File: config.mk
export PLATFORM = sky130hd
export DESIGN_NAME = hpts_regs
export DESIGN_NICKNAME = d
export VERILOG_FILES = /design/src/include/hpts_pkg.sv /design/src/rtl/hpts_link_sync.sv /design/src/rtl/hpts_regs.sv
export SDC_FILE = /design/constraint.sdc
export NUM_CORES = 1
export LEC_CHECK = 0
export ABC_AREA = 1
export BUFFER_PORTS_ARGS = -buffer_cell sky130_fd_sc_hd__buf_2
export CORE_ASPECT_RATIO = 1.5
export CORE_UTILIZATION = 55
export CTS_BUF_LIST = sky130_fd_sc_hd__clkbuf_16
export CTS_CLUSTER_SIZE = 12
export DETAILED_ROUTE_END_ITERATION = 8
export PLACE_DENSITY = 0.76
export SYNTH_ARGS = -nofsm -noshare
export SYNTH_HDL_FRONTEND = slang
export SYNTH_SLANG_ARGS = --single-unit
File: constraint.sdc
create_clock -name I_CLK -period 3.9 [get_ports I_CLK]
set_input_delay 0.195 -clock I_CLK [delete_from_list [all_inputs] [get_ports I_CLK]]
set_output_delay 0.195 -clock I_CLK [all_outputs]
set_load 0.02 [all_outputs]
File: src/include/hpts_pkg.sv
// hpts_pkg: register map, field layout and codes of the hub port tuning and status bank
package hpts_pkg;

    // bus widths and port counts
    localparam int ADDR_W       = 16;
    localparam int DATA_W       = 8;
    localparam int LINK_W       = 7;
    localparam int NUM_SS_PORTS = 3;
    localparam int NUM_HS_PORTS = 2;

    // register offsets
    localparam logic [15:0] OFF_SS_PORT1_LINK_STATUS  = 16'h65c0;
    localparam logic [15:0] OFF_HS_PORT2_DRIVE_TRIM   = 16'h68ca;
    localparam logic [15:0] OFF_HS_PORT2_SQUELCH_TRIM = 16'h68cc;
    localparam logic [15:0] OFF_SS_PORT2_LINK_STATUS  = 16'h69c0;
    localparam logic [15:0] OFF_HS_PORT3_DRIVE_TRIM   = 16'h6cca;
    localparam logic [15:0] OFF_HS_PORT3_SQUELCH_TRIM = 16'h6ccc;
    localparam logic [15:0] OFF_SS_PORT3_LINK_STATUS  = 16'h6dc0;

    // link status field positions
    localparam int LS_STATE_MSB = 7;
    localparam int LS_STATE_LSB = 4;
    localparam int LS_RSVD_BIT  = 3;
    localparam int LS_SUB_MSB   = 2;
    localparam int LS_SUB_LSB   = 0;

    // trim field positions
    localparam int TRIM_MSB = 2;
    localparam int TRIM_LSB = 0;
    localparam int RSVD_MSB = 7;
    localparam int RSVD_LSB = 3;

    // reset and fixed values
    localparam logic [7:0] RST_DRIVE_TRIM   = 8'h00;
    localparam logic [2:0] RST_SQUELCH_TRIM = 3'h0;
    localparam logic [6:0] RST_LINK_STATUS  = 7'h00;
    localparam logic       RSVD_BIT3_VAL    = 1'b0;
    localparam logic [4:0] SQ_RSVD_VAL      = 5'h00;
    localparam logic [7:0] RD_IDLE          = 8'h00;
    localparam logic [7:0] RD_UNMAPPED      = 8'h00;

    // squelch nominal trip point
    localparam int SQ_NOMINAL_MV = 100;

    // link state codes
    typedef enum logic [3:0] {
        LS_U0          = 4'h0,
        LS_U1          = 4'h1,
        LS_U2          = 4'h2,
        LS_U3          = 4'h3,
        LS_DISABLED    = 4'h4,
        LS_RX_DETECT   = 4'h5,
        LS_SS_INACTIVE = 4'h6,
        LS_POLLING     = 4'h7,
        LS_RECOVERY    = 4'h8,
        LS_HOT_RESET   = 4'h9,
        LS_COMPLIANCE  = 4'ha,
        LS_LOOPBACK    = 4'hb
    } hpts_link_state_t;

    // drive current trim codes
    typedef enum logic [2:0] {
        DRV_NOMINAL  = 3'h0,
        DRV_MINUS_5  = 3'h1,
        DRV_PLUS_10  = 3'h2,
        DRV_PLUS_20  = 3'h4
    } hpts_drive_code_t;

    // squelch trip trim codes
    typedef enum logic [2:0] {
        SQ_NOMINAL    = 3'h0,
        SQ_MINUS_12P5 = 3'h1,
        SQ_MINUS_25   = 3'h2,
        SQ_MINUS_50   = 3'h4
    } hpts_squelch_code_t;

endpackage : hpts_pkg

File: src/rtl/hpts_link_sync.sv
// hpts_link_sync: three-stage capture of a link status word from the link domain
`timescale 1ns/1ps
`default_nettype none

module hpts_link_sync #(
    parameter int W = 7
) (
    // clock and reset
    input  wire logic         i_clk,
    input  wire logic         i_rst,
    // word from the link domain
    input  wire logic [W-1:0] i_async,
    // agreed word
    output logic      [W-1:0] o_stable
);

    logic [W-1:0] s1;
    logic [W-1:0] s2;
    logic [W-1:0] s3;

    // synchroniser chain
    always_ff @(posedge i_clk or posedge i_rst) begin
        if (i_rst) begin
            s1 <= '0;
            s2 <= '0;
            s3 <= '0;
        end else begin
            s1 <= i_async;
            s2 <= s1;
            s3 <= s2;
        end
    end

    // accept only once two later stages agree
    always_ff @(posedge i_clk or posedge i_rst) begin
        if (i_rst) begin
            o_stable <= hpts_pkg::RST_LINK_STATUS;
        end else if (s2 == s3) begin
            o_stable <= s3;
        end
    end

endmodule : hpts_link_sync

`default_nettype wire

File: src/rtl/hpts_regs.sv
// hpts_regs: downstream port drive trim, squelch trim and link status register bank
//
// The implementer's own choice: the plain strobed port.
`timescale 1ns/1ps
`default_nettype none

module hpts_regs (
    // clock and reset
    input  wire logic        I_CLK,
    input  wire logic        I_RST,
    // register port
    input  wire logic [15:0] I_ADDR,
    input  wire logic [7:0]  I_WDATA,
    input  wire logic        I_WR,
    input  wire logic        I_RD,
    output logic      [7:0]  O_RDATA,
    // link state from the SS link machines
    input  wire logic [3:0]  I_P1_LINK_STATE,
    input  wire logic [2:0]  I_P1_LINK_SUBSTATE,
    input  wire logic [3:0]  I_P2_LINK_STATE,
    input  wire logic [2:0]  I_P2_LINK_SUBSTATE,
    input  wire logic [3:0]  I_P3_LINK_STATE,
    input  wire logic [2:0]  I_P3_LINK_SUBSTATE,
    // trims to the HS transceivers
    output logic      [2:0]  O_P2_DRIVE_TRIM,
    output logic      [2:0]  O_P2_SQUELCH_TRIM,
    output logic      [2:0]  O_P3_DRIVE_TRIM,
    output logic      [2:0]  O_P3_SQUELCH_TRIM
);

    logic [6:0] link_raw [hpts_pkg::NUM_SS_PORTS];
    logic [6:0] link_q   [hpts_pkg::NUM_SS_PORTS];
    logic [7:0] status   [hpts_pkg::NUM_SS_PORTS];
    logic [7:0] drv_q    [hpts_pkg::NUM_HS_PORTS];
    logic [2:0] sq_q     [hpts_pkg::NUM_HS_PORTS];
    logic [1:0] wr_drv;
    logic [1:0] wr_sq;
    logic [7:0] next_rdata;

    // gather link inputs per port
    assign link_raw[0] = {I_P1_LINK_STATE, I_P1_LINK_SUBSTATE};
    assign link_raw[1] = {I_P2_LINK_STATE, I_P2_LINK_SUBSTATE};
    assign link_raw[2] = {I_P3_LINK_STATE, I_P3_LINK_SUBSTATE};

    // per-port link status capture
    for (genvar p = 0; p < hpts_pkg::NUM_SS_PORTS; p++) begin : g_ss
        hpts_link_sync #(
            .W (hpts_pkg::LINK_W)
        ) u_sync (
            .i_clk    (I_CLK),
            .i_rst    (I_RST),
            .i_async  (link_raw[p]),
            .o_stable (link_q[p])
        );

        // status byte layout
        assign status[p] = {link_q[p][6:3],
                            hpts_pkg::RSVD_BIT3_VAL,
                            link_q[p][2:0]};
    end

    // per-port trim registers
    for (genvar h = 0; h < hpts_pkg::NUM_HS_PORTS; h++) begin : g_hs
        localparam logic [15:0] DRV_OFF = (h == 0) ? hpts_pkg::OFF_HS_PORT2_DRIVE_TRIM
                                                   : hpts_pkg::OFF_HS_PORT3_DRIVE_TRIM;
        localparam logic [15:0] SQ_OFF  = (h == 0) ? hpts_pkg::OFF_HS_PORT2_SQUELCH_TRIM
                                                   : hpts_pkg::OFF_HS_PORT3_SQUELCH_TRIM;

        assign wr_drv[h] = I_WR && (I_ADDR == DRV_OFF);
        assign wr_sq[h]  = I_WR && (I_ADDR == SQ_OFF);

        // whole byte kept, upper bits inert
        always_ff @(posedge I_CLK or posedge I_RST) begin
            if (I_RST) begin
                drv_q[h] <= hpts_pkg::RST_DRIVE_TRIM;
            end else if (wr_drv[h]) begin
                drv_q[h] <= I_WDATA;
            end
        end

        // only the code field is kept
        always_ff @(posedge I_CLK or posedge I_RST) begin
            if (I_RST) begin
                sq_q[h] <= hpts_pkg::RST_SQUELCH_TRIM;
            end else if (wr_sq[h]) begin
                sq_q[h] <= I_WDATA[hpts_pkg::TRIM_MSB:hpts_pkg::TRIM_LSB];
            end
        end
    end

    // trim outputs to the transceivers
    assign O_P2_DRIVE_TRIM   = drv_q[0][hpts_pkg::TRIM_MSB:hpts_pkg::TRIM_LSB];
    assign O_P3_DRIVE_TRIM   = drv_q[1][hpts_pkg::TRIM_MSB:hpts_pkg::TRIM_LSB];
    assign O_P2_SQUELCH_TRIM = sq_q[0];
    assign O_P3_SQUELCH_TRIM = sq_q[1];

    // read select
    always_comb begin
        next_rdata = hpts_pkg::RD_UNMAPPED;
        case (I_ADDR)
            hpts_pkg::OFF_SS_PORT1_LINK_STATUS: begin
                next_rdata = status[0];
            end
            hpts_pkg::OFF_SS_PORT2_LINK_STATUS: begin
                next_rdata = status[1];
            end
            hpts_pkg::OFF_SS_PORT3_LINK_STATUS: begin
                next_rdata = status[2];
            end
            hpts_pkg::OFF_HS_PORT2_DRIVE_TRIM: begin
                next_rdata = drv_q[0];
            end
            hpts_pkg::OFF_HS_PORT3_DRIVE_TRIM: begin
                next_rdata = drv_q[1];
            end
            hpts_pkg::OFF_HS_PORT2_SQUELCH_TRIM: begin
                next_rdata = {hpts_pkg::SQ_RSVD_VAL, sq_q[0]};
            end
            hpts_pkg::OFF_HS_PORT3_SQUELCH_TRIM: begin
                next_rdata = {hpts_pkg::SQ_RSVD_VAL, sq_q[1]};
            end
            default: begin
                next_rdata = hpts_pkg::RD_UNMAPPED;
            end
        endcase
    end

    // read data for one cycle only
    always_ff @(posedge I_CLK or posedge I_RST) begin
        if (I_RST) begin
            O_RDATA <= hpts_pkg::RD_IDLE;
        end else if (I_RD) begin
            O_RDATA <= next_rdata;
        end else begin
            O_RDATA <= hpts_pkg::RD_IDLE;
        end
    end

    logic rd_st1;
    logic rd_st2;
    logic rd_st3;
    logic rd_drv2;
    logic rd_drv3;
    logic rd_sq2;
    logic rd_sq3;
    logic [3:0] rst_hist;

    assign rd_st1  = I_RD && (I_ADDR == hpts_pkg::OFF_SS_PORT1_LINK_STATUS);
    assign rd_st2  = I_RD && (I_ADDR == hpts_pkg::OFF_SS_PORT2_LINK_STATUS);
    assign rd_st3  = I_RD && (I_ADDR == hpts_pkg::OFF_SS_PORT3_LINK_STATUS);
    assign rd_drv2 = I_RD && (I_ADDR == hpts_pkg::OFF_HS_PORT2_DRIVE_TRIM);
    assign rd_drv3 = I_RD && (I_ADDR == hpts_pkg::OFF_HS_PORT3_DRIVE_TRIM);
    assign rd_sq2  = I_RD && (I_ADDR == hpts_pkg::OFF_HS_PORT2_SQUELCH_TRIM);
    assign rd_sq3  = I_RD && (I_ADDR == hpts_pkg::OFF_HS_PORT3_SQUELCH_TRIM);

    // marks the edges after reset while the link chains refill
    always_ff @(posedge I_CLK or posedge I_RST) begin
        if (I_RST) begin
            rst_hist <= 4'hf;
        end else begin
            rst_hist <= {rst_hist[2:0], 1'b0};
        end
    end
endmodule : hpts_regs

`default_nettype wire

* Word level (Yosys, flattened, before mapping)
Index checks and enable logic that the tools add are counted.
Operators by class: equality and inequality tests 10, multiplexer cells 2, reduce and logical (&&, ||, !) cells 4
Operator list (number):
- 16-bit by 15-bit equality test with 1-bit output, second input constant | 7
- 8-bit one-hot mux with 7 select lines | 1
- 7-bit equality test | 3
- 8-bit 2-to-1 mux | 1
- 1-bit logical AND | 4
Word-level totals: flip-flop bits (word level) 114, bits of input ports 49

* Logic depth before layout (Yosys ltp)
Gate-level depths: netlist of run 1.
word-level depth 3, depth in mapped cells 10, depth with buffers taken out 10

* Modules after synthesis
A second synthesis of run 1 with hierarchy kept.
Second synthesis, totals: cells, all modules 555, area total of the unflattened synthesis 4913.5 um2
By module, submodules not included:
- hpts_link_sync | times used 3, cells an instance 101, area each 1027.2 um2, sequential area each 700.7 um2
- hpts_regs | times used 1, cells an instance 252, area each 1831.8 um2, sequential area each 750.7 um2

* Worst setup path after synthesis of run 1
OpenSTA, ideal clock, no wires.
kind reg-to-reg, start point register g_ss[0].u_sync.s3[5], end point register g_ss[0].u_sync.o_stable[0], setup time 117 ps, data arrival time 1209 ps, required time 3783 ps, setup slack 2574 ps, cell stages (with the launch flop) 6, buffers on the path 0, clock period less this slack 1326 ps, cells stage by stage dfrtp_1 xor2_1 nor3_2 nand2_1 nand2_1 nand2_1
On the way: word-level cells in the longest chain between the ends 1
Ends and longest elaborated chain:
- from (decl) | RTL line hpts_link_sync.sv:19 | logic [W-1:0] s3;
- from (signal assigned) | RTL line hpts_link_sync.sv:26 | s3 <= '0;
- from (signal assigned) | RTL line hpts_link_sync.sv:30 | s3 <= s2;
- 7-bit equality test | RTL line hpts_link_sync.sv:38 | end else if (s2 == s3) begin
- to (signal assigned) | RTL line hpts_link_sync.sv:37 | o_stable <= hpts_pkg::RST_LINK_STATUS;
- to (decl) | RTL line hpts_link_sync.sv:14 | output logic [W-1:0] o_stable
No other way between the ends. A chain may end at the register's enable or synchronous reset.

* Final worst setup path of run 1
start point register g_ss[0].u_sync.s3[2], end point register g_ss[0].u_sync.o_stable[5]
The elaborated chain is that of the path after synthesis.

==> metrics.txt, run 1 <==
maximum fanout along the worst path=8; post-CTS sizing=0; register area=0.00285 mm^2; Final Power=2.95 mW; GR Overflow Total=0; Via density=5.12; post-synth net total=483; yosys warns=0; Clk Latency, worst-skew pair=0.41 ns; skew final=0.00399 ns; Worst slew margin=33.2%; Peak VDD IR=0.441 mV; Hold Vio Cnt, Final=0; commonest non-fill, non-tap cell in the layout=nand2_1; Area growth, synth to finish=27.7%; Synth area leaders=dfrtp_1, nand2_1, nand3_1; Setup CP Type=reg -> reg; area leader, netlist=dfrtp_1; initial antenna violation count=0; post-synth top area share=64.6%; top_reg_cell synth=dfrtp_1; Worst Hold Class=in -> async; count of cell types in the netlist=26; Total Wirelength=8800 um; Slew Limit Fails=0; cells after synthesis=434; first-pass GRT wire length=14,600 um; asr flop ratio synth=100%; commonest non-fill, non-tap cells in the layout=nand2_1, dfrtp_1, buf_2; drt pass-1 iters=4; Die ar.=0.00839 mm^2; final setup fails=0; largest net degree at the start of global routing=89; register area share after synthesis=64.6%; Core Area=0.00771 mm^2; CP Capture Type=register; CTS Buf Count=17; global-route usage over all layers=24.1%; top-level I/O count=69; # DRC=0; Starting Density=57.2%; fill count=572; per-cell routed wire length=13.5 um; P_leak=2.89 nW; Sink Count=114; H-tree depth=4; maxcap violations=0; Synth Area per Inst=10.2 um^2; PortBufs=68; Antenna Nets Post-Route=0; Rows=39; clock buffer depth=2; Post-DP HPWL=5870 um; CTS clk-pin slew, worst paths=0.05 ns; buffer type at the clock tree root=clkbuf_16; Setup TNS=0 ns; n_diodes=0; GP Congestion=0.868; Max Clk Rate=0.615 GHz; Worst Path Arrival=1.92 ns; Iter 0 DRT Violations=235; worst slew pin tran=1.00 ns; Req. time, crit path=4.19 ns; min cycle time layout=1.63 ns; unrepaired setup endpoints after global routing=false; area of the multi-input gates=0.00141 mm^2; crit start category=register; Die Span X=75.1 um; fin crit share=41.7%; die height=112 um; worst reg2reg setup slack=2.27 ns; outcome=complete, no violations; #FFs+latches synth=114; CTS tree=built; Power Density=524 mW/mm^2; vias in the first global route=3,398; Final #Nets=585; Vias=3,325; Mapped Area=0.00441 mm^2; Post-synth EDFFs=0; share of cells above drive strength 1=22.8%
## routing by layer
metal  global-route usage, %  up-vias  part of all wire (%)
met2                    39.5      109                    52
met3                    7.51       32                   5.0
met1                    26.4     1576                    38
met4                    15.3        0                   4.3
li1                        -     1608                     -
met5                       0        -                     0
## kinds of logic (layout without fill, tap and decap cells)
| logic type | Yosys count | after routing | share of synthesized area, % |
|---|---|---|---|
| AOI/OAI and AO/OA | 37 | 37 | 4.39 |
| xor gates and xnor gates | 19 | 19 | 3.77 |
| DFF | 114 | 114 | 64.6 |
| and+or+nand+nor | 231 | 231 | 23.8 |
| buffers and inverters | 33 | 147 | 3.37 |
## sequential cells by signal, indices dropped and copies added, names as in the netlist
register / count
g_ss.u_sync.s2: 21
O_P3_DRIVE_TRIM: 3
O_P2_SQUELCH_TRIM: 3
g_ss.u_sync.o_stable: 21
O_RDATA: 8
g_ss.u_sync.s1: 21
O_P3_SQUELCH_TRIM: 3
g_ss.u_sync.s3: 21
drv_q: 10
O_P2_DRIVE_TRIM: 3
## path summary, 6_finish.rpt
path / endpoint / cells past startpoint / from
max: g_ss[0].u_sync.o_stable[5] / 6 / g_ss[0].u_sync.s3[2]
min: drv_q[4] / 2 / I_RST
max reg2reg: g_ss[0].u_sync.o_stable[5] / 6 / g_ss[0].u_sync.s3[2]
min reg2reg: g_ss[2].u_sync.s2[5] / 0 / g_ss[2].u_sync.s1[5]
max in group asynchronous: O_RDATA[2] / 3 / I_RST
min in group I_CLK: drv_q[14] / 3 / I_WDATA[6]
## cells in the mapped netlist (5+ instances only)
| cell | instances |
|---|---|
| nor2_1 | 30 |
| buf_4 | 6 |
| xor2_1 | 12 |
| o21ai_0 | 28 |
| xnor2_1 | 7 |
| inv_1 | 20 |
| nor2_4 | 5 |
| dfrtp_1 | 114 |
| nand2_1 | 125 |
| nor2_2 | 7 |
| nand3_1 | 50 |
| a21oi_1 | 5 |
## timing repair
action / 4_1_cts / 5_1_grt
endpoints found under the hold margin: 24 / 0
setup buffers: 0 / 0
hold buffers: 23 / 0
## metrics by stage
stage | instance area, um^2 | std cells | setup slack (ns) | utilization, % | hold WS, ns
6_report | 5640 | 650 | 2.27 | 73.1 | 0.00764
5_1_grt | 5640 | 650 | 2.06 | 73.1 | 0.0155
4_1_cts | 5640 | 650 | 2.28 | 73.1 | 0.00874
3_5_place_dp | 4830 | 596 | 2.22 | 62.7 | 0.304
3_3_place_gp | 4830 | 596 | 2.24 | 62.7 | 0.302
2_1_floorplan | 4410 | 434 | 0.689 | - | 0.226
## cell type report
cell class	instances	area share (%)
flip-flops and latches	114	50.6
clock buffers	17	7.55
repair buffers	92	10.3
inverters	24	1.64
multi-input cells	287	25.0
well taps	102	2.26
clock inverters	14	2.62
## critical path: stages, from the launching register on
cell and delay [ns]:
dfrtp_1 0.39, xnor2_1 0.17, nand2_1 0.09, nor3_2 0.38, nand2_1 0.28, nand2_1 0.13
nand2_1 0.06
## where the power goes
| group | total, mW | switching, mW | internal (mW) |
|---|---|---|---|
| Clock | 1.48 | 0.496 | 0.981 |
| Sequential | 1.32 | 0.0493 | 1.27 |
| Combinational | 0.161 | 0.0925 | 0.0682 |
| Total | 2.95 | 0.638 | 2.32 |
Power figures use the tool's default switching activity.
==> inputs of run 2 (changes only) <==
CORE_UTILIZATION = 50   (was 55)
PLACE_DENSITY = 0.73   (was 0.76)
clock period = 1.44 ns   (was 3.9 ns; I/O delays follow)
==> run 2 against run 1 <==
Against the previous run:
- maximum frequency increased by 18%
- total power increased to 2.7 times the previous value
- count of clock-buffer cells in the layout unchanged
- largest cell class unchanged
- sequential power increased to 2.7 times the previous value
- routed wire length increased by 1.3%
- critical endpoint is now g_ss[1].u_sync.o_stable[0]
- clock skew increased by 0.0063 ns
- largest power group unchanged
- utilization decreased by 3.7 points
- non-clock buffer count increased by 21
- highest routed layer unchanged
- clock power increased to 2.7 times the previous value
- final area increased by 4.2%
- cell count increased by 4.2%
==> metrics.txt, run 2 (same netlist as run 1, synthesis figures left out) <==
Worst Hold Class=in -> reg; Cells after DPL=611; Logic pwr share=6.0%; Via density=4.95; Die Span X=78.7 um; top-level I/O count=69; n_diodes=0; vias in the first global route=3,388; gr busiest metal=met2; worst reg2reg setup slack=0.06 ns; Rows=41; Final Power=8.05 mW; Hold Vio Cnt, Final=0; initial antenna violation count=0; commonest non-fill, non-tap cell in the layout=nand2_1; crit-path leading delay family=simple AND/OR/NAND/NOR gates; # DRC=0; P_leak=3.01 nW; crit start category=register; Max stage delay cell, worst path=dfrtp_1; switching portion of total power=21.5%; fin crit share=96.0%; largest net degree at the start of global routing=57; CP max stage delay=0.39 ns; GR met2 Demand/Resource=37.6%; GP Congestion=0.902; maxcap violations=0; outcome=complete, no violations; area of the multi-input gates=0.00143 mm^2; crit-path cells=or2_1 -> a21oi_2 -> nand2_2 -> nor2_4 -> nand2_1 -> nand2_1; internal cell power=6.32 mW; Area growth, synth to finish=33.1%; CTS clk-pin slew, worst paths=0.05 ns; Die ar.=0.00921 mm^2; H-tree depth=4; Final #Nets=606; Total Wirelength=8910 um; worst path buffer plus inverter count=0; clock buffer depth=2; NetSw=1.73 mW; Worst slew margin=66.6%; per-cell routed wire length=13.2 um; Sink Count=114; Starting Density=52.1%; Critical Path Most Common Cell=nand2_1; Power Density=1370 mW/mm^2; Post-Layout Cell Count=677; Peak VDD IR=1.33 mV; GR Util met1=22.6%; commonest non-fill, non-tap cells in the layout=nand2_1, dfrtp_1, buf_2; Iter 0 DRT Violations=218; min cycle time layout=1.38 ns; Req. time, crit path=1.78 ns; register area=0.00285 mm^2; met3 usage=5.97%; drt pass-1 iters=4; Setup CP Type=reg -> reg; PortBufs=68; maximum fanout along the worst path=8; Worst Path Arrival=1.72 ns; Antenna Nets Post-Route=0; CTS Buf Count=17; Clock power frac=49.7%; CP Capture Type=register; first-pass GRT wire length=14,500 um; Clk Latency, worst-skew pair=0.40 ns; fill count=643; die height=117 um; worst slew pin tran=0.497 ns; sequential power share=44.3%; buffer type at the clock tree root=clkbuf_16; global-route usage over all layers=21.6%; CTS tree=built; final setup fails=0; GR Overflow Total=0; Slew Limit Fails=0; skew final=0.0103 ns; Post-DP HPWL=6020 um; Max Clk Rate=0.724 GHz; share of cells above drive strength 1=24.9%; Vias=3,353; Core Area=0.00846 mm^2
run 2: cell types whose count changed in the layout (fill, tap and decap cells not counted), moves of 2 or more:
cell           previous run  this run
buf_4                     1        12
dlygate4sd3_1            23        31
nand2_1                 125       122
nand2_2                   4         7
a21oi_1                   5         3
a21oi_2                   0         2
buf_12                    0         2
inv_1                    20        22
run 2: tightest hold or removal path: stages:
cell and delay [ns]:
buf_2 0.09, inv_2 0.07, o21ai_1 0.13, nand2_1 0.05
run 2: worst paths after layout:
| path | from | endpoint | depth (start not counted) |
|---|---|---|---|
| worst max-delay path | g_ss[1].u_sync.s3[1] | g_ss[1].u_sync.o_stable[0] | 6 |
| worst min-delay path | I_WR | O_P2_SQUELCH_TRIM[2] | 4 |
| worst max register to register | g_ss[1].u_sync.s3[1] | g_ss[1].u_sync.o_stable[0] | 6 |
| worst min register to register | g_ss[1].u_sync.s1[1] | g_ss[1].u_sync.s2[1] | 0 |
| max in group asynchronous | I_RST | O_P3_SQUELCH_TRIM[2] | 4 |
| min in group asynchronous | I_RST | g_ss[1].u_sync.s2[0] | 3 |
run 2: repair_timing:
action / in CTS / in global routing
gates resized for setup: 2 / 6
endpoints found under the hold margin: 158 / 0
hold buffers: 31 / 0
pin swaps: 0 / 4
setup endpoints to repair: 7 / 7
setup buffers: 0 / 3
run 2: cell type report:
class | instances | share of cell area (%)
Clock buffer | 17 | 7.24
Sequential cell | 114 | 48.6
Timing Repair Buffer | 113 | 13.3
Inverter | 24 | 1.60
Clock inverter | 15 | 2.58
Multi-Input combinational cell | 287 | 24.4
Tap cell | 107 | 2.28
run 2: power groups by stage:
stage	sequential, mW	combinational, mW	clock, mW
CTS	3.56	0.481	4.07
floorplan	3.56	0.255	0
finish	3.56	0.486	4.00
global route	3.58	0.552	4.21
global placement	3.60	0.390	0
detailed placement	3.61	0.407	0
run 2: through the flow:
stage | instance area (um^2) | util (%) | TNS (ns) | hold slack, ns | setup WS (ns)
2_1_floorplan | 4420 | - | -1.99 | 0.103 | -0.0174
3_3_place_gp | 4940 | 58.4 | 0 | 0.0273 | 0.0707
3_5_place_dp | 4940 | 58.4 | -0.0290 | 0.0303 | -0.0213
4_1_cts | 5830 | 68.9 | 0 | 0.0446 | 0.00899
5_1_grt | 5870 | 69.4 | -0.0619 | 0.0760 | -0.0231
6_report | 5870 | 69.4 | 0 | 0.0579 | 0.0579
run 2: layer usage:
| metal | part of all wire, % | up-vias |
|---|---|---|
| li1 | - | 1647 |
| met1 | 39 | 1578 |
| met2 | 53 | 97 |
| met3 | 3.9 | 31 |
| met4 | 4.3 | 0 |
| met5 | 0 | - |
==> inputs of run 3 (changes only) <==
CORE_ASPECT_RATIO = unset   (was 1.5)
==> run 3 against run 2 <==
Against the previous run:
- hold slack improved by 0.10 ns
- via count fell by 0.33%
- global-route usage is 0.38 points lower
- sequential power about the same
- register-to-register slack barely moved
- utilization is 0.44 points higher
- critical path type unchanged
==> metrics.txt, run 3 (same netlist as run 1, synthesis figures left out) <==
initial antenna violation count=0; # DRC=0; Peak VDD IR=1.01 mV; R2R cell count=6; Sink Count=114; top-level I/O count=69; GR met2 Demand/Resource=35.1%; Via density=5.01; Antenna Nets Post-Route=0; maximum fanout along the worst path=8; min cycle time layout=1.38 ns; met3 usage=5.85%; Clk Latency, worst-skew pair=0.40 ns; per-cell routed wire length=13.1 um; Worst Path Arrival=1.71 ns; worst hold endpoint=O_P3_SQUELCH_TRIM[1]; Worst Hold Class=in -> reg; Setup CP Type=reg -> reg; Iter 0 DRT Violations=196; Post-DP HPWL=5560 um; P_leak=3.00 nW; GR Util met1=25.3%; commonest non-fill, non-tap cell in the layout=nand2_1; Core Area=0.00838 mm^2; largest net degree at the start of global routing=115; GP Congestion=0.870; share of cells above drive strength 1=24.2%; skew final=0.00510 ns; Hold Path Cell Cnt=6; Cell Area, Placed=0.00491 mm^2; commonest non-fill, non-tap cells in the layout=nand2_1, dfrtp_1, buf_2; Max Clk Rate=0.726 GHz; Post-CTS Setup Repair Bufs=0; Die ar.=0.00921 mm^2; final core occ=69.8%; drt pass-1 iters=5; maxcap violations=0; Req. time, crit path=1.78 ns; global-route usage over all layers=21.2%; Hold Vio Cnt, Final=0; Worst Hold Launch=I_ADDR[0]; CP Capture Type=register; Slew Limit Fails=0; Area growth, synth to finish=32.6%; Die Span X=95.9 um; worst slew pin tran=0.578 ns; die height=95.9 um; fin area=0.00585 mm^2; CTS Buf Count=17; Vias=3,342; CTS tree=built; PortBufs=68; Reg-to-Reg Start=g_ss[1].u_sync.s3[3]; n_diodes=0; Worst slew margin=61.5%; final setup fails=0; buffer type at the clock tree root=clkbuf_16; crit start category=register; outcome=complete, no violations; Total Wirelength=8730 um; H-tree depth=4; Rows=33; GR Overflow Total=0; Starting Density=52.6%; gr busiest metal=met2; worst reg2reg setup slack=0.06 ns; vias in the first global route=3,207; first-pass GRT wire length=14,400 um; fin crit share=95.6%; Reg-to-Reg End=g_ss[1].u_sync.o_stable[4]; Final #Nets=599; CTS clk-pin slew, worst paths=0.05 ns; Power Density=1410 mW/mm^2; clock buffer depth=2
## run 3: changes by cell type in the layout (fill, tap and decap cells not counted), sizes merged
cell | previous run | this run
buf | 82 | 75
bufinv | 3 | 4
clkinv | 7 | 5
## run 3: metal layers
layer  wire length (um)  part of all wire [%]
met1               3700                    42
met2               4370                    50
met3                489                   5.6
met4                176                   2.0
met5                  0                     0
## run 3: worst max path at each step
stage	slack, ns	endpoint	start
6_report	0.06	g_ss[1].u_sync.o_stable[4]	g_ss[1].u_sync.s3[3]
5_1_grt	-0.003	g_ss[1].u_sync.o_stable[0]	g_ss[1].u_sync.s3[3]
2_1_floorplan	-0.02	O_P2_DRIVE_TRIM[0]	I_RST
4_1_cts	0.006	g_ss[1].u_sync.o_stable[2]	g_ss[1].u_sync.s3[3]
3_3_place_gp	0.05	g_ss[1].u_sync.o_stable[3]	g_ss[1].u_sync.s3[3]
3_5_place_dp	-0.02	g_ss[1].u_sync.o_stable[2]	g_ss[1].u_sync.s3[3]
## run 3: worst max-delay path, stage by stage, from the launching register on
cell     delay, ns
dfrtp_1       0.39
or2_2         0.33
a21oi_4       0.15
nand2_4       0.10
nor2_4        0.19
nand2_1       0.09
nand2_1       0.07
## run 3: final cells by class
cell class / instances / area (um^2)
clock buffer: 17 / 425
sequential: 114 / 2850
multi-input combinational: 287 / 1450
fill: 585 / 2530
tap: 105 / 131
inverter: 24 / 93.8
clock inverter: 14 / 174
timing repair buffer: 106 / 728
## run 3: timing repair
| action | 4_1_cts | 5_1_grt |
|---|---|---|
| resized for setup | 2 | 6 |
| hold buffers | 31 | 0 |
| pin swaps | 1 | 1 |
| endpoints found under the setup margin | 7 | 7 |
| hold endpoints to repair | 158 | 0 |
## run 3: through the flow
stage	setup TNS (ns)	cells	hold slack [ns]	setup WS, ns	power [mW]
floorplan	-1.99	434	0.103	-0.0174	3.82
global placement	0	605	0.179	0.0544	3.98
detailed placement	-0.0419	605	0.181	-0.0207	4.00
CTS	0	667	0.139	0.00552	8.28
global route	-0.00307	667	0.176	-0.00255	8.54
finish	0	667	0.159	0.0629	8.23
## run 3: where the power goes
group,internal [mW],leakage (nW),switching [mW]
logic,0.216,1.30,0.262
registers,3.43,1.40,0.135
clock network,2.84,0.300,1.35
total,6.49,3.00,1.74
